`src/verilog/dim_pkg.sv`:
```
/*
 * Shared constants and carriers for the digital input process-data map.
 * Assumes a Modbus front end that has already split each request into
 * function code, map address and register index within a block of ten.
 */
package dim_pkg;

	// function codes
	localparam logic [7:0] DIM_FC_READ_HOLD = 8'h03;
	localparam logic [7:0] DIM_FC_READ_INPUT = 8'h04;
	localparam logic [7:0] DIM_FC_WRITE_HOLD = 8'h10;

	// register index inside a block
	localparam logic [3:0] DIM_IDX_STATUS = 4'h0;
	localparam logic [3:0] DIM_IDX_LEVELS = 4'h1;
	localparam logic [3:0] DIM_IDX_ONE_LO = 4'h2;
	localparam logic [3:0] DIM_IDX_ONE_HI = 4'h3;
	localparam logic [3:0] DIM_IDX_SEVEN_LO = 4'h4;
	localparam logic [3:0] DIM_IDX_SEVEN_HI = 4'h5;
	localparam logic [3:0] DIM_IDX_LAST = 4'h9;
	localparam logic [3:0] DIM_IDX_CLEAR = 4'h1;

	// selector wheel range, two decimal digits
	localparam logic [6:0] DIM_MAP_LAST = 7'h63;

	// field positions
	localparam int DIM_STALE_BIT = 8;
	localparam int DIM_CLR_ONE_BIT = 0;
	localparam int DIM_CLR_SEVEN_BIT = 1;
	localparam int DIM_CH_ONE = 0;
	localparam int DIM_CH_SEVEN = 6;

	// reset values
	localparam logic [31:0] DIM_COUNT_RESET = 32'h0000_0000;
	localparam logic [7:0] DIM_LEVELS_RESET = 8'h00;
	localparam logic [15:0] DIM_WORD_ZERO = 16'h0000;

	typedef enum logic [1:0] {
		DIM_MODE_FOUR = 2'b00,
		DIM_MODE_EIGHT_STATIC = 2'b01,
		DIM_MODE_EIGHT_PULSE = 2'b10
	} dim_mode_e;

	typedef struct packed {
		logic valid;
		logic [7:0] fc;
		logic [6:0] map;
		logic [3:0] index;
		logic [15:0] wdata;
	} dim_req_s;

	typedef struct packed {
		logic valid;
		logic err;
		logic [15:0] data;
	} dim_rsp_s;

	typedef struct packed {
		logic stale;
		logic [7:0] levels;
		logic [7:0] prev;
		logic [31:0] count_one;
		logic [31:0] count_seven;
		dim_rsp_s rsp;
	} dim_state_s;

endpackage

```
`src/verilog/dim_map.sv`:
```
/*
 * Process-data register image of a four or eight channel digital input
 * module: status, static levels, two pulse counters and their clear word.
 * Assumes request fields, link health and input levels are synchronous to
 * clk and that one request is offered per cycle at most.
 */
module dim_map
	import dim_pkg::*;
#(
	// arbitrary neutral values
	parameter logic [7:0] TYPE_FOUR = 8'hA1,
	parameter logic [7:0] TYPE_EIGHT_STATIC = 8'hA2,
	parameter logic [7:0] TYPE_EIGHT_PULSE = 8'hA3
) (
	input wire logic clk,
	input wire logic reset,
	input wire logic [6:0] map_address,
	input wire logic eight_ch,
	input wire logic pulse_mode,
	input wire logic link_ok,
	input wire logic [7:0] input_levels,
	input wire dim_req_s req,
	output dim_rsp_s rsp
);

	dim_state_s s_q;
	dim_state_s s_d;
	dim_mode_e mode;
	logic [7:0] rise;
	logic clr_one;
	logic clr_seven;
	logic hit;

	function automatic logic [7:0] type_code(input dim_mode_e m);
		unique case (m)
			DIM_MODE_FOUR: type_code = TYPE_FOUR;
			DIM_MODE_EIGHT_STATIC: type_code = TYPE_EIGHT_STATIC;
			DIM_MODE_EIGHT_PULSE: type_code = TYPE_EIGHT_PULSE;
			default: type_code = 8'h00;
		endcase
	endfunction

	function automatic logic [15:0] input_word(input dim_state_s st, input dim_mode_e m, input logic [3:0] idx);
		logic pulse;
		pulse = (m == DIM_MODE_EIGHT_PULSE);
		input_word = DIM_WORD_ZERO;
		unique case (idx)
			DIM_IDX_STATUS: begin
				input_word = {7'h00, st.stale, type_code(m)};
			end
			DIM_IDX_LEVELS: begin
				if (m == DIM_MODE_FOUR) begin
					input_word = {12'h000, st.levels[3:0]};
				end else begin
					input_word = {8'h00, st.levels};
				end
			end
			DIM_IDX_ONE_LO: input_word = pulse ? st.count_one[15:0] : DIM_WORD_ZERO;
			DIM_IDX_ONE_HI: input_word = pulse ? st.count_one[31:16] : DIM_WORD_ZERO;
			DIM_IDX_SEVEN_LO: input_word = pulse ? st.count_seven[15:0] : DIM_WORD_ZERO;
			DIM_IDX_SEVEN_HI: input_word = pulse ? st.count_seven[31:16] : DIM_WORD_ZERO;
			default: input_word = DIM_WORD_ZERO;
		endcase
	endfunction

	always_comb begin
		if (!eight_ch) begin
			mode = DIM_MODE_FOUR;
		end else if (pulse_mode) begin
			mode = DIM_MODE_EIGHT_PULSE;
		end else begin
			mode = DIM_MODE_EIGHT_STATIC;
		end
	end

	// inputs arrive synchronous, so the edge detector may look at them directly
	assign rise = input_levels & ~s_q.prev;
	assign hit = req.valid && (req.map == map_address) && (req.map <= DIM_MAP_LAST)
		&& (req.index <= DIM_IDX_LAST);
	assign clr_one = hit && (req.fc == DIM_FC_WRITE_HOLD) && (mode == DIM_MODE_EIGHT_PULSE)
		&& (req.index == DIM_IDX_CLEAR) && req.wdata[DIM_CLR_ONE_BIT];
	assign clr_seven = hit && (req.fc == DIM_FC_WRITE_HOLD) && (mode == DIM_MODE_EIGHT_PULSE)
		&& (req.index == DIM_IDX_CLEAR) && req.wdata[DIM_CLR_SEVEN_BIT];

	always_comb begin
		s_d = s_q;
		s_d.prev = input_levels;
		s_d.stale = !link_ok;
		if (link_ok) begin
			s_d.levels = input_levels;
		end
		// a pulse in the clearing cycle is kept: the count restarts at one
		if (clr_one) begin
			s_d.count_one = DIM_COUNT_RESET;
		end
		if (clr_seven) begin
			s_d.count_seven = DIM_COUNT_RESET;
		end
		if (link_ok && mode == DIM_MODE_EIGHT_PULSE) begin
			if (rise[DIM_CH_ONE]) begin
				s_d.count_one = s_d.count_one + 32'h0000_0001;
			end
			if (rise[DIM_CH_SEVEN]) begin
				s_d.count_seven = s_d.count_seven + 32'h0000_0001;
			end
		end
		s_d.rsp.valid = req.valid;
		s_d.rsp.err = 1'b0;
		s_d.rsp.data = DIM_WORD_ZERO;
		if (req.valid) begin
			if (!hit) begin
				s_d.rsp.err = 1'b1;
			end else if (req.fc == DIM_FC_READ_INPUT) begin
				s_d.rsp.data = input_word(s_q, mode, req.index);
			end else if (mode != DIM_MODE_EIGHT_PULSE) begin
				s_d.rsp.err = 1'b1;
			end else if (req.fc == DIM_FC_READ_HOLD) begin
				// clear bits act once and read back as zero
				s_d.rsp.data = (req.index == DIM_IDX_STATUS) ? input_word(s_q, mode, DIM_IDX_STATUS)
					: DIM_WORD_ZERO;
			end else if (req.fc == DIM_FC_WRITE_HOLD) begin
				s_d.rsp.err = (req.index != DIM_IDX_CLEAR);
				s_d.rsp.data = req.wdata;
			end else begin
				s_d.rsp.err = 1'b1;
			end
		end
	end

	always_ff @(posedge clk) begin
		if (reset) begin
			s_q <= '{stale: 1'b1, levels: DIM_LEVELS_RESET, prev: DIM_LEVELS_RESET,
				count_one: DIM_COUNT_RESET, count_seven: DIM_COUNT_RESET,
				rsp: '{valid: 1'b0, err: 1'b0, data: DIM_WORD_ZERO}};
		end else begin
			s_q <= s_d;
		end
	end

	assign rsp = s_q.rsp;

	logic rd_in;
	logic pulse_now;
	assign rd_in = hit && req.fc == DIM_FC_READ_INPUT;
	assign pulse_now = (mode == DIM_MODE_EIGHT_PULSE);
endmodule

```
`config.mk`:
```
export PLATFORM = sky130hd
export DESIGN_NAME = dim_map
export DESIGN_NICKNAME = d
export VERILOG_FILES = /design/src/verilog/dim_pkg.sv /design/src/verilog/dim_map.sv
export SDC_FILE = /design/constraint.sdc
export NUM_CORES = 1
export LEC_CHECK = 0
export BUFFER_PORTS_ARGS = -buffer_cell sky130_fd_sc_hd__buf_4
export CORE_ASPECT_RATIO = 1.1
export CORE_UTILIZATION = 45
export DETAILED_ROUTE_END_ITERATION = 8
export GPL_ROUTABILITY_DRIVEN = 0
export PLACE_DENSITY = 0.65
export SYNTH_ARGS = -nofsm -noshare
export SYNTH_HDL_FRONTEND = slang
export SYNTH_SLANG_ARGS = --single-unit
```
`constraint.sdc`:
```
create_clock -name clk -period 3.44 [get_ports clk]
set_clock_uncertainty 0.2 [all_clocks]
set_input_delay 0.516 -clock clk [delete_from_list [all_inputs] [get_ports clk]]
set_output_delay 0.516 -clock clk [all_outputs]
set_load 0.005 [all_outputs]
```
==> flow_summary.ini <==
[detailed_routing]
remaining_drc_errors = 0
detail_route.iter0.violations = 252
drtPass1Iterations = 5
dr_total_vias = 4491
ant_nets = 0
routed_wl_um = 13400
via_per_inst = 5.76
wl_per_cell_um = 17.2

[synth]
synth_fp_nets = 635
synth.avg_cell_area_um2 = 8.72
synthDistinctLibCells = 52
yosys_warnings = 0
synthDominantCellAreaShare = 0.371
synthArstFlopShare = 0
synth_seq_cells = 93
synthFlopType = dfxtp_1
synth_edf_count = 0
syn_area_mm2 = 0.00501
yosys.area.top_type = dfxtp_1
synth_area_leaders = dfxtp_1 (37%), xor2_1 (6.6%), nor2_1 (5.5%)
yosysMostFrequentCell = dfxtp_1
ys_seq_area_frac = 0.371
synth_cells = 575
synth_common_cells = dfxtp_1 (93), nor2_1 (73), nand2_1 (39), xor2_1 (38), nand3_1 (31)

[placed_design]
portBuffers = 73
post-place-ws_ns = 0.166
hpwl_um = 9900

[timing]
rsz0062_at_grt = no
slew_headroom = 0.141
drv_slew = 0
layout_setup_ws_ns = 0.456
finalCritPeriodShare = 0.868
finalSetupViolCount = 0
hold_viol_final = 0
tightest_slew_ns = 1.27
fmax_ghz = 0.335
fin_crit_ns = 2.98
tns_ns = 0

[clock_tree]
postCtsSetupRepairBufs = 0
cts_resized = 0
clk-insertion-delay-late_ns = 0.35
cts_htree_levels = 3
cts_tree = done
cts.path.max_buffers = 2
clk_pin_slew_ns = 0.07
cts_buffers = 9
cts_num_sinks = 93
cts_hold_buffers = 0
root_buffer = clkbuf_16

[floorplanning]
die_x_um = 103
core-area_mm2 = 0.0109
initial_utilization = 0.462
io_pins = 74
die_h_um = 113
fp-row-count = 40
die_area_mm2 = 0.0116

[global_routing]
grt_pass1_vias = 4260
antenna_found_initial = 0
met2_usage = 0.380
grt_use_met1 = 0.322
grt_pass1_wl_um = 21600
gr-total-overflow = 0
gr-usage-met3 = 0.0439
grt_max_degree = 30
grt_usage = 0.241
top_usage_layer = met2

[critical_path]
cp.required_ns = 3.51
critPathCaptureType = flop
max_stage_delay_ns = 0.68
setup.worst_path.class = primary input to flop
arrival_ns = 3.06
cp_slowest_cell = or4_1
path_buf_inv = 1
path_cells = buf_4 > or4_1 > nor4_4 > nand4_2 > and2_1 > ha_1 > nand4_1 > o21ai_0 > a21oi_1
crit_path_max_fanout = 12
crit_family = simple AND/OR/NAND/NOR gates
cp-start-kind = primary input

[power]
ir_worst_vdd_uv = 191
powerDensity_mw_per_mm2 = 393
p_leak_nw = 2.25

[layout]
num_antenna_cells = 0
layout-drive-gt1-share = 0.194
area_growth_pct = 18.2
nets = 689

[flow_run]
cap_violations = 0

[run_status]
outcome = completed

[worst_hold_path]
min_path_type = primary input to flop
[metal layers]
| metal | vias up | part of all wire |
|---|---|---|
| li1 | 2189 | - |
| met1 | 2141 | 0.46 |
| met2 | 136 | 0.46 |
| met3 | 25 | 0.054 |
| met4 | 0 | 0.026 |
| met5 | - | 0 |
[worst reg2reg max path, cell delays in order, from the launching register on]
cell     delay, ns
dfxtp_1       0.47
nand4_1       0.19
nor4_4        0.62
nand4_1       0.32
or3_1         0.42
a21oi_1       0.18
[per-stage QoR]
| stage | std cells | util | cell area [um^2] | power [W] | hold WS, ns |
|---|---|---|---|---|---|
| 3_3_place_gp | 765 | 0.516 | 5600 | 0.00127 | 0.249 |
| 6_report | 780 | 0.545 | 5920 | 0.00233 | 0.195 |
| 4_1_cts | 780 | 0.545 | 5920 | 0.00235 | 0.197 |
| 3_5_place_dp | 765 | 0.516 | 5600 | 0.00127 | 0.259 |
| 2_1_floorplan | 575 | - | 5010 | 0.00119 | 0.231 |
| 5_1_grt | 780 | 0.545 | 5920 | 0.00241 | 0.217 |
[cell usage in the layout, fill, tap and decap left out, types with 4 or more instances in the layout]
| cell | Yosys | final |
|---|---|---|
| inv_1 | 10 | 10 |
| clkbuf_16 | 0 | 9 |
| nor2b_1 | 4 | 4 |
| and3_1 | 10 | 10 |
| or3_1 | 11 | 11 |
| a32oi_1 | 5 | 5 |
| mux2i_1 | 17 | 17 |
| nand2_1 | 39 | 39 |
| and4_1 | 6 | 6 |
| a21o_1 | 8 | 8 |
| nor2_1 | 73 | 73 |
| and2_1 | 4 | 4 |
| o22ai_1 | 4 | 4 |
| dfxtp_1 | 93 | 93 |
| nand3_1 | 31 | 31 |
| ha_1 | 4 | 4 |
| buf_4 | 21 | 87 |
| nor4_1 | 8 | 8 |
| nor4_4 | 5 | 5 |
| a22o_1 | 13 | 13 |
| a22oi_1 | 13 | 13 |
| nor3_1 | 9 | 9 |
| o21ai_0 | 13 | 13 |
| a221o_1 | 12 | 12 |
| xnor2_1 | 14 | 14 |
| nand4_1 | 26 | 26 |
| xor2_1 | 38 | 38 |
| a21oi_1 | 23 | 23 |
[final cells by class]
cell class,instances,area [um^2]
fillers,1027,4940
multi-input cells,428,2870
flip-flops and latches,93,1860
repair buffers,87,653
clock buffers,9,225
well taps,147,184
clock inverters,6,96.3
inverters,10,37.5
[power breakdown]
| part | leakage [nW] | switching [W] | internal, W | total (W) |
|---|---|---|---|---|
| combinational | 1.35 | 0.0000780 | 0.0000743 | 0.000152 |
| sequential | 0.752 | 0.00000598 | 0.00109 | 0.00109 |
| clock | 0.154 | 0.000443 | 0.000642 | 0.00108 |
| total | 2.25 | 0.000527 | 0.00180 | 0.00233 |
[kinds of logic after synthesis]
family          synth area share
simple gates               0.287
mux                       0.0399
flops                      0.371
fa+ha+maj                0.00999
buf+inv                   0.0607
xor+xnor                  0.0909
compound gates             0.140
[sequential cells by signal, indices dropped and copies added (netlist names)]
signal / flops
s_q: 75
rsp: 18
[final timing paths]
kind,startpoint,end,slack [ns],cells past startpoint
min,input_levels[4],s_q[94]$_SDFFE_PP0P_,0.20,3
max reg2reg,s_q[57]$_SDFF_PP0_,s_q[80]$_SDFF_PP0_,0.99,5
max,req[30],s_q[80]$_SDFF_PP0_,0.46,9
min reg2reg,s_q[94]$_SDFFE_PP0P_,rsp[4]$_SDFF_PP0_,0.27,2
Power figures use the tool's default switching activity.
